## config.mk

```make
export PLATFORM = sky130hd
export DESIGN_NAME = ulsmc_top
export DESIGN_NICKNAME = d
export VERILOG_FILES = /design/src/inc/ulsmc_pkg.sv /design/src/verilog/ulsmc_fifo.sv /design/src/verilog/ulsmc_presc.sv /design/src/verilog/ulsmc_top.sv
export VERILOG_INCLUDE_DIRS = /design/src /design/src/inc
export SDC_FILE = /design/constraint.sdc
export NUM_CORES = 1
export LEC_CHECK = 0
export BUFFER_PORTS_ARGS = -buffer_cell sky130_fd_sc_hd__buf_4
export CAP_MARGIN = 40
export CORE_UTILIZATION = 46
export DETAILED_ROUTE_END_ITERATION = 6
export PLACE_DENSITY_LB_ADDON = 0.3
export SLEW_MARGIN = 20
export SYNTH_ARGS = -nofsm -noshare
export SYNTH_HDL_FRONTEND = slang
export SYNTH_SLANG_ARGS = --single-unit
```

## constraint.sdc

```tcl
create_clock -name ref_clk_i -period 8.2 [get_ports ref_clk_i]
set_clock_uncertainty 0.05 [all_clocks]
set_input_delay 0.41 -clock ref_clk_i [delete_from_list [all_inputs] [get_ports ref_clk_i]]
set_output_delay 0.41 -clock ref_clk_i [all_outputs]
set_load 0.1 [all_outputs]
```

## src/inc/ulsmc_consts.svh

```systemverilog
`ifndef ULSMC_CONSTS_SVH
`define ULSMC_CONSTS_SVH
// host register addresses
`define ULSMC_ADDR_RHR 3'h0
`define ULSMC_ADDR_MCR 3'h4
`define ULSMC_ADDR_LSR 3'h5
// line status fields
`define ULSMC_LSR_DR 0
`define ULSMC_LSR_OE 1
`define ULSMC_LSR_PE 2
`define ULSMC_LSR_FE 3
`define ULSMC_LSR_BI 4
`define ULSMC_LSR_THRE 5
`define ULSMC_LSR_TEMT 6
`define ULSMC_LSR_FERR 7
// modem control fields
`define ULSMC_MCR_DTR 0
`define ULSMC_MCR_RTS 1
`define ULSMC_MCR_RDY 2
`define ULSMC_MCR_IRQ 3
`define ULSMC_MCR_LOOP 4
`define ULSMC_MCR_XANY 5
`define ULSMC_MCR_TACC 6
`define ULSMC_MCR_CLK 7
`define ULSMC_MCR_RST 8'h00
// prescaler and buffering
`define ULSMC_PRESC_LAST 2'h3
`define ULSMC_FIFO_DEPTH 8
`define ULSMC_CHAR_W 8
`endif

```

## src/inc/ulsmc_pkg.sv

```systemverilog
package ulsmc_pkg;

  typedef struct packed {
    logic brk;
    logic fe;
    logic pe;
    logic [7:0] data;
  } ulsmc_rx_entry_t;

  typedef struct packed {
    logic [7:0] modem_control;
    logic [7:0] rdata;
    logic [3:0] err_cnt;
    logic ovr;
    logic ser_out;
    logic ser_in;
    logic rts_n;
    logic dtr_n;
    logic irq_a;
    logic irq_b;
    logic irq_oe;
    logic gop;
    logic [3:0] msr_hi;
    logic xon_any;
    logic thr_acc;
    logic rdy_en;
  } ulsmc_state_t;

  typedef struct packed {
    logic [1:0] cnt;
    logic tick;
  } ulsmc_presc_t;

endpackage : ulsmc_pkg

```

## src/verilog/ulsmc_fifo.sv

```systemverilog
`timescale 1ns/1ps
module ulsmc_fifo #(
  parameter int W = 11,
  parameter int DEPTH = 8
) (
  // clock and reset
  input wire logic ref_clk_i,
  input wire logic srst_i,
  // fill side
  input wire logic in_valid_i,
  input wire logic [W-1:0] in_data_i,
  output logic in_ready_o,
  // drain side
  output logic out_valid_o,
  output logic [W-1:0] out_data_o,
  input wire logic out_ready_i
);
  localparam int PW = $clog2(DEPTH);

  typedef struct packed {
    logic [DEPTH-1:0][W-1:0] mem;
    logic [PW-1:0] wp;
    logic [PW-1:0] rp;
    logic [PW:0] cnt;
    logic full;
    logic empty;
  } ulsmc_fifo_st_t;

  ulsmc_fifo_st_t st_q, st_d;
  logic wr, rd;

  assign wr = in_valid_i && !st_q.full;
  assign rd = out_ready_i && !st_q.empty;
  assign in_ready_o = !st_q.full;
  assign out_valid_o = !st_q.empty;
  assign out_data_o = st_q.mem[st_q.rp];

  always_comb begin
    st_d = st_q;
    if (wr) begin
      st_d.mem[st_q.wp] = in_data_i;
      st_d.wp = st_q.wp + 1'b1;
    end
    if (rd) begin
      st_d.rp = st_q.rp + 1'b1;
    end
    // simultaneous push and pop keep the count
    st_d.cnt = st_q.cnt + {{PW{1'b0}}, wr} - {{PW{1'b0}}, rd};
    st_d.full = (st_d.cnt == (PW+1)'(DEPTH));
    st_d.empty = (st_d.cnt == '0);
  end

  always_ff @(posedge ref_clk_i) begin
    if (srst_i) begin
      st_q <= '{default: '0, empty: 1'b1};
    end else begin
      st_q <= st_d;
    end
  end
endmodule : ulsmc_fifo

```

## src/verilog/ulsmc_presc.sv

```systemverilog
`timescale 1ns/1ps
`include "ulsmc_consts.svh"
module ulsmc_presc (
  // clock and reset
  input wire logic ref_clk_i,
  input wire logic srst_i,
  // divide select and enable out
  input wire logic div4_i,
  output logic tick_o
);
  ulsmc_pkg::ulsmc_presc_t st_q, st_d;

  assign tick_o = st_q.tick;

  always_comb begin
    st_d = st_q;
    if (div4_i) begin
      st_d.cnt = st_q.cnt + 2'h1;
      st_d.tick = (st_q.cnt == `ULSMC_PRESC_LAST);
    end else begin
      st_d.cnt = 2'h0;
      st_d.tick = 1'b1;
    end
  end

  always_ff @(posedge ref_clk_i) begin
    if (srst_i) begin
      st_q <= '0;
    end else begin
      st_q <= st_d;
    end
  end
endmodule : ulsmc_presc

```

## src/verilog/ulsmc_top.sv

```systemverilog
`timescale 1ns/1ps
`include "ulsmc_consts.svh"
// What this block does
// - fifo error bit tracks any flagged entry
// - transmit empty needs holding and shift empty
// - holding empty bit mirrors holding register
// - break character is stored as 00
// - framing bit comes from top entry
// - parity bit comes from top entry
// - overrun bit set when data lost
// - data ready while receive fifo nonempty
// - top flags read directly, no storage
// - status read never advances read pointer
// - clock select divides by one or four
// - threshold access bit opens threshold registers
// - xon any bit enables xon any
// - loopback routes serial and modem bits
// - irq enable drives irq pins, output
// - fifo ready enable, loopback status bit
// - request bit drives request output
// - terminal ready bit drives its output
// - upper control bits need feature enable
module ulsmc_top (
  // clock and reset
  input wire logic ref_clk_i,
  input wire logic srst_i,
  // host port
  input wire logic host_cs_i,
  input wire logic host_rd_i,
  input wire logic host_wr_i,
  input wire logic [2:0] host_addr_i,
  input wire logic [7:0] host_data_bus_i,
  output logic [7:0] host_data_bus_o,
  // received characters
  input wire logic rx_valid_i,
  input wire logic [7:0] rx_data_i,
  input wire logic rx_break_flag_i,
  input wire logic rx_framing_flag_i,
  input wire logic rx_parity_flag_i,
  output logic rx_ready_o,
  // transmitter state and feature enable
  input wire logic thr_empty_i,
  input wire logic tsr_empty_i,
  input wire logic efr_wr_en_i,
  // serial path
  input wire logic tx_serial_i,
  input wire logic serial_in_i,
  output logic serial_out_o,
  output logic rx_serial_o,
  // modem lines
  input wire logic [3:0] modem_in_i,
  output logic [3:0] modem_status_hi_o,
  input wire logic auto_rts_en_i,
  input wire logic auto_rts_assert_i,
  output logic request_send_out_n_o,
  output logic terminal_ready_out_n_o,
  // interrupt and general output pins
  input wire logic irq_a_i,
  input wire logic irq_b_i,
  output logic irq_line_a_o,
  output logic irq_line_b_o,
  output logic irq_line_oe_o,
  output logic general_output_pin_o,
  // settings to the rest of the channel
  output logic xon_any_en_o,
  output logic thresh_access_o,
  output logic fifo_rdy_en_o,
  output logic baud_tick_o
);
  ulsmc_pkg::ulsmc_state_t st_q, st_d;
  ulsmc_pkg::ulsmc_rx_entry_t in_ent, top_ent;
  logic rd_lsr, rd_rhr, rd_mcr, wr_mcr, wr_lsr;
  logic fifo_in_rdy, fifo_out_vld;
  logic push, pop, in_err, top_err;
  logic [7:0] lsr_val;
  logic [7:0] m;
  logic loop;

  function automatic logic hit(input logic cs, input logic [2:0] a,
                               input logic [2:0] r);
    return cs && (a == r);
  endfunction : hit

  function automatic logic any_err(
    input ulsmc_pkg::ulsmc_rx_entry_t e);
    return e.brk || e.fe || e.pe;
  endfunction : any_err

  assign rd_lsr = host_rd_i && hit(host_cs_i, host_addr_i,
                                   `ULSMC_ADDR_LSR);
  assign rd_rhr = host_rd_i && hit(host_cs_i, host_addr_i,
                                   `ULSMC_ADDR_RHR);
  assign rd_mcr = host_rd_i && hit(host_cs_i, host_addr_i,
                                   `ULSMC_ADDR_MCR);
  assign wr_mcr = host_wr_i && hit(host_cs_i, host_addr_i,
                                   `ULSMC_ADDR_MCR);
  assign wr_lsr = host_wr_i && hit(host_cs_i, host_addr_i,
                                   `ULSMC_ADDR_LSR);

  always_comb begin
    in_ent.brk = rx_break_flag_i;
    in_ent.fe = rx_framing_flag_i;
    in_ent.pe = rx_parity_flag_i;
    // a break character carries no data
    in_ent.data = rx_break_flag_i ? 8'h00 : rx_data_i;
  end

  assign push = rx_valid_i && fifo_in_rdy;
  // only a holding read pops; a status read has no path here
  assign pop = rd_rhr && fifo_out_vld;
  assign in_err = push && any_err(in_ent);
  assign top_err = pop && any_err(top_ent);

  ulsmc_fifo #(
    .W($bits(ulsmc_pkg::ulsmc_rx_entry_t)),
    .DEPTH(`ULSMC_FIFO_DEPTH)
  ) u_rx_fifo (
    .ref_clk_i(ref_clk_i),
    .srst_i(srst_i),
    .in_valid_i(rx_valid_i),
    .in_data_i(in_ent),
    .in_ready_o(fifo_in_rdy),
    .out_valid_o(fifo_out_vld),
    .out_data_o(top_ent),
    .out_ready_i(rd_rhr)
  );

  ulsmc_presc u_presc (
    .ref_clk_i(ref_clk_i),
    .srst_i(srst_i),
    .div4_i(st_q.modem_control[`ULSMC_MCR_CLK]),
    .tick_o(baud_tick_o)
  );

  always_comb begin
    lsr_val = 8'h00;
    lsr_val[`ULSMC_LSR_FERR] = (st_q.err_cnt != 4'h0);
    lsr_val[`ULSMC_LSR_TEMT] = thr_empty_i && tsr_empty_i;
    lsr_val[`ULSMC_LSR_THRE] = thr_empty_i;
    // top entry flags go straight to the bus, nothing is latched
    lsr_val[`ULSMC_LSR_BI] = fifo_out_vld && top_ent.brk;
    lsr_val[`ULSMC_LSR_FE] = fifo_out_vld && top_ent.fe;
    lsr_val[`ULSMC_LSR_PE] = fifo_out_vld && top_ent.pe;
    lsr_val[`ULSMC_LSR_OE] = st_q.ovr;
    lsr_val[`ULSMC_LSR_DR] = fifo_out_vld;
  end

  always_comb begin
    st_d = st_q;
    // count of flagged entries held in the fifo
    unique case ({in_err, top_err})
      2'b10: st_d.err_cnt = st_q.err_cnt + 4'h1;
      2'b01: st_d.err_cnt = st_q.err_cnt - 4'h1;
      default: st_d.err_cnt = st_q.err_cnt;
    endcase
    // clear on status read, a loss in the same cycle still wins
    if (rd_lsr) begin
      st_d.ovr = 1'b0;
    end
    if (rx_valid_i && !fifo_in_rdy) begin
      st_d.ovr = 1'b1;
    end
    // status address takes no write at all
    if (wr_mcr && !wr_lsr) begin
      st_d.modem_control[4:0] = host_data_bus_i[4:0];
      if (efr_wr_en_i) begin
        st_d.modem_control[7:5] = host_data_bus_i[7:5];
      end
    end
    if (rd_lsr) begin
      st_d.rdata = lsr_val;
    end else if (rd_rhr) begin
      st_d.rdata = fifo_out_vld ? top_ent.data : 8'h00;
    end else if (rd_mcr) begin
      st_d.rdata = st_q.modem_control;
    end
    m = st_d.modem_control;
    loop = m[`ULSMC_MCR_LOOP];
    // loopback keeps the line idle so the far end sees nothing
    st_d.ser_out = loop ? 1'b1 : tx_serial_i;
    st_d.ser_in = loop ? tx_serial_i : serial_in_i;
    st_d.msr_hi = loop ? {m[`ULSMC_MCR_IRQ], m[`ULSMC_MCR_RDY],
                          m[`ULSMC_MCR_DTR], m[`ULSMC_MCR_RTS]}
                       : modem_in_i;
    if (loop) begin
      st_d.rts_n = 1'b1;
    end else if (auto_rts_en_i) begin
      st_d.rts_n = !auto_rts_assert_i;
    end else begin
      st_d.rts_n = !m[`ULSMC_MCR_RTS];
    end
    st_d.dtr_n = loop ? 1'b1 : !m[`ULSMC_MCR_DTR];
    st_d.irq_a = irq_a_i;
    st_d.irq_b = irq_b_i;
    st_d.irq_oe = m[`ULSMC_MCR_IRQ];
    st_d.gop = !m[`ULSMC_MCR_IRQ];
    st_d.xon_any = m[`ULSMC_MCR_XANY];
    st_d.thr_acc = m[`ULSMC_MCR_TACC];
    st_d.rdy_en = m[`ULSMC_MCR_RDY];
  end

  always_ff @(posedge ref_clk_i) begin
    if (srst_i) begin
      st_q <= '{default: '0, modem_control: `ULSMC_MCR_RST, ser_out: 1'b1,
                ser_in: 1'b1, rts_n: 1'b1, dtr_n: 1'b1, gop: 1'b1};
    end else begin
      st_q <= st_d;
    end
  end

  assign host_data_bus_o = st_q.rdata;
  assign rx_ready_o = fifo_in_rdy;
  assign serial_out_o = st_q.ser_out;
  assign rx_serial_o = st_q.ser_in;
  assign modem_status_hi_o = st_q.msr_hi;
  assign request_send_out_n_o = st_q.rts_n;
  assign terminal_ready_out_n_o = st_q.dtr_n;
  assign irq_line_a_o = st_q.irq_a;
  assign irq_line_b_o = st_q.irq_b;
  assign irq_line_oe_o = st_q.irq_oe;
  assign general_output_pin_o = st_q.gop;
  assign xon_any_en_o = st_q.xon_any;
  assign thresh_access_o = st_q.thr_acc;
  assign fifo_rdy_en_o = st_q.rdy_en;
endmodule : ulsmc_top

```

==> results.md <==
- The flow ran to the end, and the final reports show no timing, DRC or antenna violations.
- The setup slack of the critical path after layout is 4.83 ns.
- The netlist area before placement is 6140 µm².
- STA classifies the critical path startpoint as a register.
- Setup repair after global routing left no endpoint under its margin.
- In this run, synthesis produced a sequential element count of 135.
- After floorplanning, the core was sized to cover 12800 µm².
- The clock latency on the worst-skew pair is 0.41 ns.
- The netlist uses 55 different library cells.
- The internal power of the cells is 1.24 mW.
- After detailed routing, the wire length on met1 is 6.31 mm.
- The detailed-routed wire length on met3 is 736 µm.
- Summing over every cut layer, the via total after detailed routing is 4447.
- Once detail routing completed, the nets flagged for antenna violations numbered 0.
- The first routing iteration left 289 violations.
- The maximum root-to-sink buffer count is 2.
- Measured against its own limit, the worst slew margin works out to 42.2%.
- IR analysis of the VDD net gives a maximum drop of 0.157 mV.
- The post-cts resize count is 0.
- The number of hold buffers added after cts is 0.
- After detailed placement, the design holds a cell count of 791.
- In this run the mean area of a mapped cell was 10.1 µm².
- The summed negative setup slack over all endpoints is 0 ns.
- The total count of hold-check failures in the final report is 0.
- Timing analysis after detailed placement gives a worst setup slack of 4.85 ns.
- Of the total power, combinational logic draws 17.9%.
- From bottom edge to top edge, the die measures 117 µm.
- The clock transition at the registers of the reported paths is 0.05 ns.
- The arrival time of the worst setup path is 3.61 ns.
- Leaving out filler cells and counting taps, the final layout contains 821.
- The number of enable-type register cells in the synthesized netlist is 0.
- Setup violations remaining at the end of the flow were counted as 0.
- The total of max-cap violations is 0.
- Across all hold checks on the routed design, the worst slack comes to 0.154 ns.
- For this run, the top clock speed supported by timing is 297 MHz.
- The initial utilization of the core area, before any placement, comes to 47.8%.
- At the end of the flow, the number of nets in the layout was 692.
- The finished cells cover 7110 µm².
- Clock tree synthesis inserted a total of 17 buffers.
- The die is 117 µm wide.
- The total overflow left after global routing is 0.
- The root buffer cell chosen for the clock tree is sky130_fd_sc_hd__clkbuf_16.
- The routed wire length is 13.8 mm.
- The switching power of the nets is 0.479 mW.
- The placement-stage cell area is 6580 µm².
- The floorplan has 41 rows.
- After detailed routing, the met2 layer carries 6.60 mm of wire.
- The half-perimeter wire length of the detailed placement result is 9.37 mm.
- The first global-routing pass estimated 22.8 mm of wire.
- TritonCTS built the clock tree.
- The worst path in the final design needs a cycle of 3.37 ns, including I/O delays and setup.
- The top metal layer carrying routed signals is met4.
- The worst hold path belongs to the class in -> reg.
- The initial antenna violation count is 0.
- At the end of routability-driven placement, the weighted congestion stood at 0.782.
- In the synthesized netlist the dominant register cell turns out to be sky130_fd_sc_hd__dfxtp_1.
- The mean number of vias per cell is 5.42.
- The number of top-level pins is 66.
- The fraction of the yosys area taken by sequential cells is 44.0%.
- The mean routed wirelength per cell is 16.8 µm.
- The cell area power density is 242 nW/µm².
- Buffers added to address setup during post-CTS repair amount to 0.
- The final-layout fill cell count is 1115.
- The leakage power figure is 3.03 nW.
- The final core utilization is 55.5%.
- The required time of the worst setup path is 8.44 ns.
- Counting every sink on the clock net gives 135.
- Of the cells placed in the final design, the portion with a size suffix greater than 1 is 20.0%.
- Entering global routing, the biggest net connects 80 pins.
- The via count of the first global-routing pass is 4520.
- The critical path class is reg -> reg.
- The net switching share of the total power is 27.8%.
- The async set-reset flop share out of synthesis is 0%.
- The iteration count of the initial detailed-routing pass is 4.
- Buffers placed on the I/O ports in this run total 65.
- The H-tree generated during clock tree synthesis spans 4 levels.
- Yosys printed 0 warnings.
- The share of total power in sequential cells is 42.5%.
- Registers take 2700 µm².
- The growth of design area from synthesis to finish is 15.9%.
- The number of nets handed over by synthesis was 661.
- In the routed design, unresolved DRC markers number 0.
- For the pin with the worst max-slew slack, the measured transition is 0.864 ns.
- Along the worst path, the maximum fanout reaches 14.
- The number of antenna diodes is 0.
- In the finished design, the share of the clock period the worst path needs comes to 41.1%.
- The gate count of the mapped netlist is 608.
- After layout, the design draws a total of 1.72 mW.
- The clock share of power is 39.6%.
- The capturing element type of the critical path is a register.
- In the global route stage, overall resource usage came out at 20.8%.
- In the final layout, the multi-input gates occupy 3020 µm².
- The max-slew violation count is 0.
- The die covers 13800 µm².
-- critical path: stages (launching register included) --
cell	delay [ns]
sky130_fd_sc_hd__dfxtp_1	0.69
sky130_fd_sc_hd__buf_4	0.34
sky130_fd_sc_hd__mux4_1	0.32
sky130_fd_sc_hd__mux2i_1	0.22
sky130_fd_sc_hd__a31oi_1	0.12
sky130_fd_sc_hd__ha_1	0.26
sky130_fd_sc_hd__ha_1	0.29
sky130_fd_sc_hd__a21o_1	0.18
sky130_fd_sc_hd__a21oi_1	0.20
sky130_fd_sc_hd__mux2i_1	0.23
sky130_fd_sc_hd__mux2_2	0.35
-- state kept, by name (all words and copies together) (netlist names), 2 cells and up --
signal             count
u_presc.st_q           2
host_data_bus_o        8
u_rx_fifo.st_q       100
st_q                  12
modem_status_hi_o      4
-- synthesized netlist by cell type, types with 2 or more instances --
cell type	instances	area (µm²)
sky130_fd_sc_hd__dfxtp_1	135	2700
sky130_fd_sc_hd__nor2_1	106	398
sky130_fd_sc_hd__mux2i_1	89	891
sky130_fd_sc_hd__clkbuf_1	30	113
sky130_fd_sc_hd__a21oi_1	25	125
sky130_fd_sc_hd__nand2_1	24	90.1
sky130_fd_sc_hd__inv_1	18	67.6
sky130_fd_sc_hd__mux4_2	18	405
sky130_fd_sc_hd__buf_4	13	97.6
sky130_fd_sc_hd__nor2b_1	13	81.3
sky130_fd_sc_hd__o21ai_0	13	65.1
sky130_fd_sc_hd__ha_1	10	125
sky130_fd_sc_hd__buf_2	9	45.0
sky130_fd_sc_hd__mux2_2	7	78.8
sky130_fd_sc_hd__nand3_1	7	35.0
sky130_fd_sc_hd__nor3_1	6	30.0
sky130_fd_sc_hd__xor2_1	6	52.6
sky130_fd_sc_hd__a211oi_1	5	37.5
sky130_fd_sc_hd__and3_1	5	31.3
sky130_fd_sc_hd__buf_6	5	56.3
sky130_fd_sc_hd__mux4_1	4	105
sky130_fd_sc_hd__nand3b_1	4	30.0
sky130_fd_sc_hd__o22ai_1	4	25.0
sky130_fd_sc_hd__or4_1	4	30.0
sky130_fd_sc_hd__a21o_1	3	22.5
sky130_fd_sc_hd__a221oi_1	3	26.3
sky130_fd_sc_hd__clkbuf_2	3	15.0
sky130_fd_sc_hd__nor3b_1	3	22.5
sky130_fd_sc_hd__o21ai_1	3	15.0
sky130_fd_sc_hd__xnor2_1	3	26.3
sky130_fd_sc_hd__fa_1	2	40.0
sky130_fd_sc_hd__o21a_1	2	15.0
sky130_fd_sc_hd__o221ai_1	2	17.5
sky130_fd_sc_hd__or2_1	2	12.5
sky130_fd_sc_hd__or3_1	2	12.5
-- layer usage --
metal  vias to the layer above  track usage [%]
li1                       2148                -
met1                      2147             25.8
met2                       134             34.8
met3                        18             5.86
met4                         0             6.49
met5                         -                0
-- worst paths after layout --
check	startpoint	end	slack [ns]	cells after the start
max	u_rx_fifo.st_q[7]$_SDFFE_PP0P_	st_q[19]$_SDFFE_PP0P_	4.83	10
max reg2reg	u_rx_fifo.st_q[7]$_SDFFE_PP0P_	st_q[19]$_SDFFE_PP0P_	4.83	10
min	tx_serial_i	serial_out_o$_SDFF_PP1_	0.15	2
min reg2reg	u_presc.st_q[1]$_SDFF_PP0_	u_presc.st_q[1]$_SDFF_PP0_	0.39	1
-- logic make-up (layout without fill, tap and decap cells) --
group | count (synthesis) | count (layout) | synth area share (%)
AOI/OAI and AO/OA | 68 | 68 | 6.85
and+or+nand+nor | 185 | 185 | 14.1
xor gates and xnor gates | 9 | 9 | 1.28
DFF | 135 | 135 | 44.0
adders and majority gates | 12 | 12 | 2.69
muxes | 118 | 118 | 24.1
buffers and inverters | 81 | 122 | 6.87
-- power by group through the flow --
| stage | Clock (mW) | Combinational (mW) | Sequential (mW) |
|---|---|---|---|
| after global routing | 0.723 | 0.334 | 0.736 |
| after floorplan | 0 | 0.226 | 0.745 |
| after detailed placement | 0 | 0.307 | 0.744 |
| after global placement | 0 | 0.293 | 0.742 |
| after CTS | 0.692 | 0.309 | 0.730 |
| final | 0.681 | 0.309 | 0.732 |
-- layout by cell type (no fill, tap or decap), types with 3 or more instances in the layout --
master / netlist / layout
sky130_fd_sc_hd__dfxtp_1: 135 / 135
sky130_fd_sc_hd__nor2_1: 106 / 106
sky130_fd_sc_hd__mux2i_1: 89 / 89
sky130_fd_sc_hd__buf_4: 13 / 70
sky130_fd_sc_hd__a21oi_1: 25 / 25
sky130_fd_sc_hd__nand2_1: 24 / 24
sky130_fd_sc_hd__inv_1: 18 / 18
sky130_fd_sc_hd__mux4_2: 18 / 18
sky130_fd_sc_hd__clkbuf_16: 0 / 17
sky130_fd_sc_hd__nor2b_1: 13 / 13
sky130_fd_sc_hd__o21ai_0: 13 / 13
sky130_fd_sc_hd__ha_1: 10 / 10
sky130_fd_sc_hd__nand3_1: 7 / 7
sky130_fd_sc_hd__mux2_2: 7 / 7
sky130_fd_sc_hd__nor3_1: 6 / 6
sky130_fd_sc_hd__xor2_1: 6 / 6
sky130_fd_sc_hd__a211oi_1: 5 / 5
sky130_fd_sc_hd__and3_1: 5 / 5
sky130_fd_sc_hd__clkbuf_1: 30 / 5
sky130_fd_sc_hd__mux4_1: 4 / 4
sky130_fd_sc_hd__o22ai_1: 4 / 4
sky130_fd_sc_hd__or4_1: 4 / 4
sky130_fd_sc_hd__nand3b_1: 4 / 4
sky130_fd_sc_hd__clkinv_2: 0 / 4
sky130_fd_sc_hd__nor3b_2: 1 / 3
sky130_fd_sc_hd__a221oi_1: 3 / 3
sky130_fd_sc_hd__o21ai_1: 3 / 3
sky130_fd_sc_hd__xnor2_1: 3 / 3
sky130_fd_sc_hd__a21o_1: 3 / 3
sky130_fd_sc_hd__buf_8: 0 / 3
-- cell type report --
class | instances | share of cell area (%)
inverter | 19 | 1.00
clock buffer | 24 | 6.63
sequential | 135 | 38.0
clock inverter | 5 | 0.703
timing repair buffer | 74 | 8.18
multi-input combinational | 392 | 42.5
tap | 172 | 3.02
No activity file was read; power rests on OpenSTA's default activity.
